## src/css_regs_note_end.sv

```systemverilog
// Empty: all logic of the block lives in css_regs.sv

```

## src/css_pkg.sv

```systemverilog
// Shared constants and types for the capacitive sensing status and settings block
// What this block does
// - Movement flag follows detected movement
// - Latch flag: set on movement, cleared by time-out
// - Presence flag follows presence threshold, debounced over two measurements
// - Contact flag is the main activation
// - Hard reset sets reset flag; software clears
// - Busy flag high during calibration
// - Halt equals presence or undebounced contact
// - Low-power flag: sleep interval set and no movement, presence or contact
// - Motion intensity averages movement pulses
// - Reference tracks drift, frozen while halted
// - Reseed copies counts, recalibrates if outside
// - Recalibrate bit forces calibration, self-clears
// - Direction bit adds count rises to presence
// - Reseed limit unit seconds or minutes
// - Halt time-out 2 or 20 seconds
// - Manual-only mode: time-out just reseeds
// - Calibration target forwarded as setting times 8, up to 2040
// - Thresholds are reference times ratio/256
// - Contact ratio 15 or more: undebounced
// - Reseed limit 0xFF disables auto reseed
// - Forced mode: movement asserts output
// - Output held while movement, time-out releases
package css_pkg;
  // Register offsets
  localparam logic [7:0] OFF_ID = 8'h00;
  localparam logic [7:0] OFF_REV = 8'h01;
  localparam logic [7:0] OFF_FLAGS = 8'h10;
  localparam logic [7:0] OFF_MOTION = 8'h41;
  localparam logic [7:0] OFF_CNT = 8'h42;
  localparam logic [7:0] OFF_REF = 8'h83;
  localparam logic [7:0] OFF_CLIM = 8'h90;
  localparam logic [7:0] OFF_MULT = 8'hC4;
  localparam logic [7:0] OFF_COMP = 8'hC5;
  localparam logic [7:0] OFF_SC0 = 8'hC6;
  localparam logic [7:0] OFF_SC1 = 8'hC7;
  localparam logic [7:0] OFF_SC2 = 8'hC8;
  localparam logic [7:0] OFF_TGT = 8'hC9;
  localparam logic [7:0] OFF_SLEEP = 8'hCA;
  localparam logic [7:0] OFF_PR = 8'hCB;
  localparam logic [7:0] OFF_CR = 8'hCC;
  localparam logic [7:0] OFF_MR = 8'hCD;
  localparam logic [7:0] OFF_LIM = 8'hCE;
  // Status flag positions
  localparam int B_MOV = 7;
  localparam int B_LATCH = 6;
  localparam int B_PROX = 5;
  localparam int B_CONT = 4;
  localparam int B_SHRST = 3;
  localparam int B_BUSY = 2;
  localparam int B_HALT = 1;
  localparam int B_LP = 0;
  // Control field positions
  localparam int B_RESEED = 5;
  localparam int B_RECAL = 4;
  localparam int B_DIR = 3;
  localparam int B_MINUTES = 7;
  localparam int B_LONGHALT = 7;
  localparam int B_MANCAL = 1;
  // User interface codes in sensing_control_1 bits 2-0
  localparam logic [2:0] UI_LATCH = 3'h1;
  localparam logic [2:0] UI_FORCED = 3'h2;
  // Reset value, auto-reseed off code, undebounced contact ratio
  localparam logic [7:0] CFG_RST = 8'h00;
  localparam logic [7:0] LIM_OFF = 8'hFF;
  localparam logic [7:0] CR_UNDEB = 8'h0F;
  // Timing
  localparam int unsigned CLK_PERIOD_NS = 10;
  localparam int unsigned TICK_S = 1;
  localparam int unsigned SEC_CYC_DEF = TICK_S * 1_000_000_000 / CLK_PERIOD_NS;
  localparam int PRESC_W = 27;
  localparam logic [4:0] HALT_SHORT_S = 5'd2;
  localparam logic [4:0] HALT_LONG_S = 5'd20;
  localparam logic [5:0] SEC_PER_MIN = 6'd60;
  localparam logic [2:0] MOV_WIN_LAST = 3'h7;

  typedef enum logic [6:0] {
    ST_IDLE = 7'h01, ST_ADDR = 7'h02, ST_AACK = 7'h04, ST_WR = 7'h08,
    ST_WACK = 7'h10, ST_RD = 7'h20, ST_RACK = 7'h40
  } css_st_t;

  typedef struct packed {
    logic valid;
    logic move;
    logic [15:0] count;
  } css_meas_t;

  typedef struct packed {
    logic done;
    logic [7:0] mult;
    logic [7:0] comp;
  } css_cal_t;

  typedef struct packed {
    logic [2:0] scl;
    logic [2:0] sda;
    css_st_t st;
    logic [3:0] cnt;
    logic [7:0] sh;
    logic rw;
    logic first;
    logic nack;
    logic [7:0] ptr;
    logic oe_n;
    logic [7:0] mult, comp, sc0, sc1, sc2, tgt, sleep, pr, cr, mr, lim;
    logic mov, latch, prox, contact, showrst, busy, halt, lp;
    logic pdeb, cdeb, mseen, act;
    logic [7:0] intensity;
    logic [10:0] macc;
    logic [2:0] win;
    logic [15:0] count, refv, presence_ratio_setting, cth;
    logic [PRESC_W-1:0] presc;
    logic [5:0] mcnt;
    logic [4:0] hsec;
    logic [7:0] rs;
  } css_state_t;
endpackage : css_pkg

```

## src/css_regs.sv

```systemverilog
// Register bank and detection state of the capacitive sensing channel
`timescale 1ns/10ps
module css_regs import css_pkg::*; #(
  parameter logic [6:0] DEV_ADDR = 7'h2A,   // Arbitrary bus address
  parameter logic [7:0] PRODUCT_ID = 8'h5A, // Arbitrary value
  parameter logic [7:0] FW_REV = 8'hA5,     // Arbitrary value
  parameter int unsigned SEC_CYC = SEC_CYC_DEF
) (
  input wire logic clk,
  input wire logic rst,
  input wire logic soft_rst,
  input wire logic scl_i,
  input wire logic sda_i,
  output logic sda_o,
  output logic sda_oe_n,
  input wire css_meas_t meas,
  input wire css_cal_t cal,
  output logic cal_busy,
  output logic [10:0] cal_target,
  output logic act_out
);
  css_state_t s;
  css_state_t n;
  logic scl_r, scl_f, start_c, stop_c, wr_en, sec_tick, unit_tick;
  logic prox_raw, cont_raw, undeb, timeout, auto_rs, reseed_w, recal_w, reseed_any, oob;
  logic [4:0] hlim;
  logic [15:0] tgt16;

  // Counts plus threshold still below the reference
  function automatic logic below(input logic [15:0] a, input logic [15:0] b,
                                 input logic [15:0] t);
    return ({1'b0, a} + {1'b0, t}) < {1'b0, b};
  endfunction : below

  // Threshold in counts from reference and ratio
  function automatic logic [15:0] thr(input logic [15:0] r, input logic [7:0] k);
    logic [23:0] p;
    p = {8'h00, r} * {16'h0000, k};
    return p[23:8];
  endfunction : thr

  // Read mux; 16-bit values low byte first
  function automatic logic [7:0] rd_byte(input css_state_t q, input logic [7:0] a);
    logic [7:0] f;
    logic [15:0] lim;
    f = 8'h00;
    f[B_MOV] = q.mov;
    f[B_LATCH] = q.latch;
    f[B_PROX] = q.prox;
    f[B_CONT] = q.contact;
    f[B_SHRST] = q.showrst;
    f[B_BUSY] = q.busy;
    f[B_HALT] = q.halt;
    f[B_LP] = q.lp;
    lim = q.refv - q.cth;
    case (a)
      OFF_ID: return PRODUCT_ID;
      OFF_REV: return FW_REV;
      OFF_FLAGS: return f;
      OFF_MOTION: return q.intensity;
      OFF_CNT: return q.count[7:0];
      OFF_CNT + 8'h01: return q.count[15:8];
      OFF_REF: return q.refv[7:0];
      OFF_REF + 8'h01: return q.refv[15:8];
      OFF_CLIM: return lim[7:0];
      OFF_CLIM + 8'h01: return lim[15:8];
      OFF_MULT: return q.mult;
      OFF_COMP: return q.comp;
      OFF_SC0: return q.sc0;
      OFF_SC1: return q.sc1;
      OFF_SC2: return q.sc2;
      OFF_TGT: return q.tgt;
      OFF_SLEEP: return q.sleep;
      OFF_PR: return q.pr;
      OFF_CR: return q.cr;
      OFF_MR: return q.mr;
      OFF_LIM: return q.lim;
      default: return 8'h00;
    endcase
  endfunction : rd_byte

  // Bus edges come from the second and third sync stages only
  always_comb begin
    scl_r = s.scl[1] & ~s.scl[2];
    scl_f = ~s.scl[1] & s.scl[2];
    start_c = s.scl[1] & s.sda[2] & ~s.sda[1];
    stop_c = s.scl[1] & ~s.sda[2] & s.sda[1];
    sec_tick = s.presc == PRESC_W'(SEC_CYC - 1);
    unit_tick = s.sc1[B_MINUTES] ? (sec_tick && s.mcnt == SEC_PER_MIN - 6'd1) : sec_tick;
    hlim = s.sc2[B_LONGHALT] ? HALT_LONG_S : HALT_SHORT_S;
    tgt16 = {5'h00, s.tgt, 3'h0};
    oob = below(s.count, tgt16, {3'h0, tgt16[15:3]}) |
          below(tgt16, s.count, {3'h0, tgt16[15:3]});
    prox_raw = below(meas.count, s.refv, s.presence_ratio_setting) |
               (s.sc0[B_DIR] & below(s.refv, meas.count, s.presence_ratio_setting));
    cont_raw = below(meas.count, s.refv, s.cth);
    undeb = s.cr >= CR_UNDEB;
    // No-movement time-out only matters while something is held
    timeout = sec_tick & ~meas.move & (s.halt | s.act | s.latch) &
              (s.hsec == hlim - 5'd1);
    auto_rs = s.halt & unit_tick & (s.lim != LIM_OFF) &
              ({1'b0, s.rs} + 9'd1 >= {1'b0, s.lim});
  end

  // Next-state logic: bus, measurement, timers, calibration, writes
  always_comb begin
    n = s;
    wr_en = 1'b0;
    n.scl = {s.scl[1:0], scl_i};
    n.sda = {s.sda[1:0], sda_i};
    if (stop_c) begin
      n.st = ST_IDLE;
      n.oe_n = 1'b1;
    end else if (start_c) begin
      n.st = ST_ADDR;
      n.cnt = 4'h0;
      n.oe_n = 1'b1;
    end else begin
      unique case (s.st)
        ST_IDLE: n.oe_n = 1'b1;
        ST_ADDR, ST_WR: begin
          if (scl_r) begin
            n.sh = {s.sh[6:0], s.sda[1]};
            n.cnt = s.cnt + 4'h1;
          end else if (scl_f && s.cnt == 4'h8) begin
            n.cnt = 4'h0;
            if (s.st == ST_ADDR) begin
              n.st = (s.sh[7:1] == DEV_ADDR) ? ST_AACK : ST_IDLE;
              n.oe_n = (s.sh[7:1] != DEV_ADDR);
              n.rw = s.sh[0];
            end else begin
              // First written byte is the register pointer
              if (s.first) begin
                n.ptr = s.sh;
              end else begin
                wr_en = 1'b1;
                n.ptr = s.ptr + 8'h01;
              end
              n.first = 1'b0;
              n.oe_n = 1'b0;
              n.st = ST_WACK;
            end
          end
        end
        ST_AACK: begin
          if (scl_f) begin
            n.cnt = 4'h0;
            if (s.rw) begin
              n.sh = rd_byte(s, s.ptr);
              n.oe_n = n.sh[7];
              n.st = ST_RD;
            end else begin
              n.oe_n = 1'b1;
              n.first = 1'b1;
              n.st = ST_WR;
            end
          end
        end
        ST_WACK: begin
          if (scl_f) begin
            n.oe_n = 1'b1;
            n.st = ST_WR;
          end
        end
        ST_RD: begin
          if (scl_r) begin
            n.cnt = s.cnt + 4'h1;
          end else if (scl_f) begin
            if (s.cnt == 4'h8) begin
              n.oe_n = 1'b1;
              n.st = ST_RACK;
            end else begin
              n.oe_n = s.sh[3'h7 - s.cnt[2:0]];
            end
          end
        end
        ST_RACK: begin
          if (scl_r) begin
            n.nack = s.sda[1];
          end else if (scl_f) begin
            if (s.nack) begin
              n.st = ST_IDLE;
            end else begin
              n.ptr = s.ptr + 8'h01;
              n.sh = rd_byte(s, n.ptr);
              n.oe_n = n.sh[7];
              n.cnt = 4'h0;
              n.st = ST_RD;
            end
          end
        end
        default: begin
          n.st = ST_IDLE;
          n.oe_n = 1'b1;
        end
      endcase
    end

    // Second and minute prescalers
    n.presc = sec_tick ? '0 : s.presc + PRESC_W'(1);
    if (sec_tick) begin
      n.mcnt = (s.mcnt == SEC_PER_MIN - 6'd1) ? 6'd0 : s.mcnt + 6'd1;
    end

    // Motion pulses summed over a window of measurements
    if (meas.move && s.macc != 11'h7FF) begin
      n.macc = s.macc + 11'h001;
    end
    if (meas.move) begin
      n.mseen = 1'b1;
    end

    // Flags sampled once per measurement so a read sees one snapshot
    if (meas.valid) begin
      n.count = meas.count;
      n.mov = s.mseen | meas.move;
      n.mseen = 1'b0;
      n.pdeb = prox_raw;
      n.cdeb = cont_raw;
      n.prox = prox_raw & s.pdeb;
      n.contact = cont_raw & (s.cdeb | undeb);
      n.halt = (prox_raw & s.pdeb) | cont_raw;
      n.lp = (s.sleep != 8'h00) & ~n.prox & ~n.contact & ~n.mov;
      if (s.sc1[2:0] == UI_LATCH && n.mov) begin
        n.latch = 1'b1;
      end
      // Slow drift tracking, one count per measurement
      if (!s.halt && meas.count > s.refv) begin
        n.refv = s.refv + 16'h0001;
      end else if (!s.halt && meas.count < s.refv) begin
        n.refv = s.refv - 16'h0001;
      end
      n.win = s.win + 3'h1;
      if (s.win == MOV_WIN_LAST) begin
        n.intensity = s.macc[10:3];
        n.macc = 11'h000;
      end
    end

    // No-movement timer restarts on every movement
    if (meas.move || timeout || !(s.halt | s.act | s.latch)) begin
      n.hsec = 5'd0;
    end else if (sec_tick) begin
      n.hsec = s.hsec + 5'd1;
    end
    if (!s.halt || auto_rs) begin
      n.rs = 8'h00;
    end else if (unit_tick) begin
      n.rs = s.rs + 8'h01;
    end
    if (timeout) begin
      n.latch = 1'b0;
    end
    // Contact activates; movement holds; forced mode follows movement
    n.act = n.contact | (s.act & ~timeout) |
            (s.sc1[2:0] == UI_FORCED & meas.move);

    // Calibration result freezes thresholds
    if (s.busy && cal.done) begin
      n.busy = 1'b0;
      n.sc0[B_RECAL] = 1'b0;
      n.mult = cal.mult;
      n.comp = cal.comp;
      n.refv = s.count;
      n.presence_ratio_setting = thr(s.count, s.pr);
      n.cth = thr(s.count, s.cr);
    end

    // Reseed after the calibration result, so a new recalibration request wins
    reseed_w = wr_en && s.ptr == OFF_SC0 && s.sh[B_RESEED];
    recal_w = wr_en && s.ptr == OFF_SC0 && s.sh[B_RECAL];
    reseed_any = reseed_w | timeout | auto_rs;
    if (reseed_any) begin
      n.refv = s.count;
      n.halt = 1'b0;
      // Presence is the halt indicator, so it drops and re-debounces with it
      n.prox = 1'b0;
      n.pdeb = 1'b0;
      if (!s.sc2[B_MANCAL] && oob) begin
        n.busy = 1'b1;
      end
    end

    // Software writes last, so a fresh recalibrate request wins
    if (wr_en) begin
      case (s.ptr)
        OFF_FLAGS: if (!s.sh[B_SHRST]) n.showrst = 1'b0;
        OFF_MULT: n.mult = s.sh;
        OFF_COMP: n.comp = s.sh;
        OFF_SC0: n.sc0 = {s.sh[7:6], 1'b0, n.sc0[B_RECAL] | s.sh[B_RECAL], s.sh[3:0]};
        OFF_SC1: n.sc1 = s.sh;
        OFF_SC2: n.sc2 = s.sh;
        OFF_TGT: n.tgt = s.sh;
        OFF_SLEEP: begin
          n.sleep = s.sh;
          n.lp = n.lp & (s.sh != 8'h00);
        end
        OFF_PR: n.pr = s.sh;
        OFF_CR: n.cr = s.sh;
        OFF_MR: n.mr = s.sh;
        OFF_LIM: n.lim = s.sh;
        default: ;
      endcase
    end
    if (recal_w) begin
      n.busy = 1'b1;
    end

    // Soft reset keeps settings and the movement latch
    if (soft_rst) begin
      n.st = ST_IDLE;
      n.oe_n = 1'b1;
      n.mov = 1'b0;
      n.prox = 1'b0;
      n.contact = 1'b0;
      n.halt = 1'b0;
      n.lp = 1'b0;
      n.act = 1'b0;
      n.hsec = 5'd0;
      n.rs = 8'h00;
      n.busy = 1'b1;
      n.latch = s.latch;
    end

    // Hard reset; calibration starts right after it
    if (rst) begin
      n = '0;
      n.scl = 3'h7;
      n.sda = 3'h7;
      n.st = ST_IDLE;
      n.oe_n = 1'b1;
      n.showrst = 1'b1;
      n.busy = 1'b1;
      n.lim = CFG_RST;
    end
  end

  always_ff @(posedge clk) begin
    s <= n;
  end

  // Open drain: only ever pull low
  assign sda_o = 1'b0;
  assign sda_oe_n = s.oe_n;
  assign cal_busy = s.busy;
  assign cal_target = {s.tgt, 3'h0};
  assign act_out = s.act;
endmodule : css_regs

```

## config.mk

```make
export PLATFORM = sky130hd
export DESIGN_NAME = css_regs
export DESIGN_NICKNAME = d
export VERILOG_FILES = /design/src/css_regs_note_end.sv /design/src/css_pkg.sv /design/src/css_regs.sv
export SDC_FILE = /design/constraint.sdc
export NUM_CORES = 2
export LEC_CHECK = 0
export CAP_MARGIN = 20
export CORE_UTILIZATION = 35
export DETAILED_ROUTE_END_ITERATION = 10
export DONT_BUFFER_PORTS = 1
export HOLD_SLACK_MARGIN = 0.1
export SYNTH_ARGS = -nofsm -noshare
export SYNTH_HDL_FRONTEND = slang
export SYNTH_SLANG_ARGS = --single-unit
```

## constraint.sdc

```tcl
create_clock -name clk -period 5.7 [get_ports clk]
set_input_delay 0.57 -clock clk [delete_from_list [all_inputs] [get_ports clk]]
set_output_delay 0.57 -clock clk [all_outputs]
set_load 0.05 [all_outputs]
```

Yosys cells after proc, flatten, opt, wreduce, memory -nomap -nowiden
Cells that the tools add are included.
{ "totals": {"elab_cells": 361, "out_inout_bits": 15, "input_bits": 40, "register_bits": 268} }
{ "classes": {"reduce_logical": 62, "order_cmp": 10, "eq_ne": 85, "n_mul": 2, "add_sub_neg": 19, "bitwise": 48, "muxes": 89} }
{ "op_table": {"columns": ["operator", "n"], "rows": [
  ["8-bit case mux with 21 select lines", 2],
  ["8-bit equality test (second input constant)", 30],
  ["8-bit two-way mux", 15],
  ["88-bit two-way mux", 1],
  ["16-bit two-way mux", 4],
  ["19-bit two-way mux", 3],
  ["16-bit by 16-bit adder with 17-bit output", 3],
  ["17-bit by 16-bit less-than comparator with 1-bit output", 3],
  ["8-bit by 7-bit equality test with 1-bit output (second input constant)", 6],
  ["16-bit by 8-bit multiplier with 24-bit output", 2],
  ["48-bit two-way mux", 1],
  ["46-bit two-way mux", 1],
  ["9-bit two-way mux", 5],
  ["7-bit case mux with 6 select lines", 1],
  ["7-bit two-way mux", 5],
  ["11-bit two-way mux", 3],
  ["3-bit inequality test (second input constant)", 11],
  ["2-bit inequality test (second input constant)", 15],
  ["1-bit two-way mux", 29],
  ["27-bit by 1-bit adder with 27-bit output (second input constant)", 1],
  ["27-bit equality test (second input constant)", 1],
  ["9-bit AND reduction", 3],
  ["6-bit two-way mux", 4],
  ["8-bit case mux with 3 select lines", 1],
  ["71 further kinds", 165]
]} }

Longest topological paths before layout
{ "logic_depth": {"ltp_word": 14, "ltp_mapped": 22, "ltp_nobuf": 22} }

Worst setup path after synthesis
No wires, ideal clock.
{ "synth_timing": {"path_kind": "register to register", "start": "reg s[98] in the netlist's numbering", "end": "reg s[76] in the netlist's numbering", "setup_slack_ns": 0.475, "t_arrival_ns": 5.163, "n_path_buf": 2, "stages_incl_launch_ff": 20, "setup_time_ns": 0.062, "synth_period_minus_slack_ns": 5.225, "path_cell_list": "dfxtp_1 > clkbuf_1 > clkbuf_1 > nand2_1 > fa_1 > inv_1 > fa_1 > fa_1 > fa_1 > ha_1 > a21o_1 > a21oi_1 > a21boi_0 > o21ai_0 > a221o_1 > a21oi_4 > nor3_1 > nor2_1 > or4_1 > nand3_1"} }
{ "synth_between": {"elab_chain_cells": 1} }
{ "synth_rtl": {"columns": ["element", "line_no", "text"], "rows": [
  ["from (decl)", "css_regs.sv:22", "css_state_t s;"],
  ["from (signal assigned)", "css_regs.sv:339", "s <= n;"],
  ["16-bit by 8-bit multiplier with 24-bit output", "css_regs.sv:38", "p = {8'h00, r} * {16'h0000, k};"]
]} }
No other way between the ends.
A chain may end at the register's enable or synchronous reset.

Worst setup path in the final report
{ "layout_timing": {"start": "reg s[165] in the netlist's numbering", "end": "reg s[59] in the netlist's numbering"} }
The elaborated chain is that of the path after synthesis.

==> results.toml <==
[power_and_ir_drop]
power_density_nw_per_um2 = 179
ir_worst_vdd_v = 0.000166
p_leak_nw = 12.8

[job]
max-cap-violations = 0

[timing]
report.final.slew_viol_count = 0
min_period_ps = 5380
fin_crit_sh_pct = 94.3
rsz0062_at_grt = "no"
relSlewSlack_pct = 25.6
setup_violations = 0
fin_skew_ps = 30.2
worst_slew_pin_slew_ps = 1110
hold_viol_final = 0
setup_tns_ps = 0
clock.fmax_ghz = 0.186

[logic_synthesis]
yosysSeqAreaShare_pct = 19.6
synth-compound-area-share_pct = 18.3
syn_avg_cell_area_um2 = 7.87
yosysTopAreaCellShare_pct = 19.6
synth-seq-cells = 268
synth.distinct_cells = 103
synthCells = 3484
muxShareOfSynthArea_pct = 1.90
synth_area_leaders = "dfxtp_1, fa_1, ha_1, nand2_1, a21oi_1"
synth_edf_count = 0
synth_fa_ha_area_share_pct = 25.0
synthSimpleGateAreaFrac_pct = 22.8
synth_top_family_by_area = "adder cells"
ys.flop_type = "dfxtp_1"
yosysWarnings = 0
synth_xor_area_share_pct = 5.47
async_flop_share_pct = 0
synth_largest_area_cell = "dfxtp_1"
syn-cell-area_um2 = 27400

[global_routing]
gr-usage-met1_pct = 33.3
grt_max_degree = 165
grt_use_met3_pct = 6.06
grt_pass1_wl_um = 146000
use_met2_pct = 35.4
grt.total_usage_pct = 23.8
antenna_found_initial = 0
overflow = 0
grt-busiest-layer = "met2"
grt_pass1_vias = 23856

[clock_network]
cts.path.max_buffers = 3
clock_latency_ps = 570
h-tree-depth = 2
cts_tree = "built"
numClockSinks = 268
clk_pin_slew_ps = 60
cts_root_buf = "clkbuf_16"
numCtsBuffers = 34

[finish]
final_common_cell = "nand2_1"
synthToLayoutAreaGrowth_pct = 9.16
drive_gt1_share_pct = 6.62
fin_nets = 3919
final_cell_mix = "nand2_1, inv_1, ha_1"
utilization_pct = 38.6

[placed_design]
portBuffers = 0
gp_congestion = 1.05
hpwl_um = 72700

[min_path]
min_path_type = "in -> reg"

[floorplanning]
io-pin-count = 55
row_count = 102
design.die.area_um2 = 79400
initial_core_util_pct = 35.4
core_um2 = 77500
die_w_um = 282
chipHeight_um = 282

[setup_path]
slowest_delay_ps = 720
cp_common_cell = "fa_1"
critPathSlowestCell = "dfxtp_1"
critPathCaptureType = "flop"
criticalPathCategory = "reg -> reg"
path_cells = "nand2_1 > fa_1 > inv_1 > fa_1 > fa_1 > fa_1 > ha_1 > a21oi_1 > nor2b_1 > a21oi_1 > o211ai_1 > o41a_1 > a21o_1 > a21o_1 > a21oi_1 > xnor2_1 > a22o_1"
start_kind = "flop"
required_ps = 6140
critPathMaxFanout = 15
reg2reg_slack_ps = 320
cp.arrival_ps = 5820

[drt]
ant_nets = 0
first_pass_iters = 9
via_per_inst = 5.59
vias = 25148
remaining_drc_errors = 0
wl_per_cell_um = 21.1
wl_um = 94900
drt-initial-drc-count = 2613

[status]
status = "finished, final reports clean"
## cell usage after synthesis (all sizes together), types with 58 or more instances
cell type  count
a21oi        258
a22oi         58
and2         139
clkbuf       142
dfxtp        268
fa           172
ha           273
inv          288
nand2        527
nand3         99
nor2         274
nor3          69
o21ai        115
xnor2         91
xor2          78
## cells by family (layout without fill, tap and decap cells)
group	Yosys count	after routing
buf+inv	477	447
other cells	1	5
compound gates	757	757
simple gates	1318	1318
xor+xnor	169	169
flops	268	268
fa+ha+maj	445	445
mux	49	49
## cell type report
class / instances / area [µm²]
fillers: 8072 / 47500
multi-input cells: 2742 / 20200
flip-flops and latches: 268 / 5370
well taps: 1040 / 1300
inverters: 288 / 1080
clock buffers: 43 / 955
repair buffers: 100 / 761
clock inverters: 16 / 260
diodes: 1 / 2.50
## per-stage QoR
step | setup WS [ps] | total power [mW] | cells | cell area [µm²] | hold WS (ps)
floorplan | 475 | 2.70 | 3487 | 27400 | 389
global placement | 323 | 3.00 | 4434 | 28700 | 399
detailed placement | 255 | 3.00 | 4434 | 28700 | 400
CTS | 226 | 5.39 | 4497 | 29900 | 106
global route | 4.88 | 5.58 | 4497 | 29900 | 120
finish | 324 | 5.37 | 4498 | 29900 | 144
## report_power, final
part,internal [mW],total [mW],leakage [nW],switching [mW]
registers,1.91,1.99,2.17,0.0799
logic,0.400,1.00,10.0,0.604
clock network,1.43,2.37,0.597,0.943
## flip-flops by register name, indices dropped and copies added (netlist names)
name and cells:
cal_target 8, sda_oe_n 1, act_out 1, cal_busy 1, s 257
## worst max-delay path, delay by kind of cell, from the launching register on
family / cells / cell delay (ps)
fa+ha+maj: 5 / 2410
compound gates: 8 / 1780
xor+xnor: 1 / 80
buf+inv: 1 / 60
flops: 1 / 720
simple gates: 2 / 210
## layer usage
metal / wire, µm / share of wire (%)
met4: 3300 / 3.5
met3: 9890 / 10
met1: 42100 / 44
met2: 39600 / 42
met5: 0 / 0
## final timing paths
check                            end  depth (start not counted)           startpoint
setup / recovery  s[59]$_SDFFE_PP0P_                         17  s[165]$_SDFFE_PP0P_
hold reg to reg    s[267]$_SDFF_PP1_                          1    s[266]$_SDFF_PP1_
hold / removal    s[68]$_SDFFE_PP0P_                          1                  rst
setup reg to reg  s[59]$_SDFFE_PP0P_                         17  s[165]$_SDFFE_PP0P_
## timing repair
action                     4_1_cts  5_1_grt
setup endpoints to repair        0        6
resized for setup                0        4
hold buffers                     4        0
buffers inserted                 0        0
hold endpoints to repair        28        0
No activity file was read; power rests on OpenSTA's default activity.
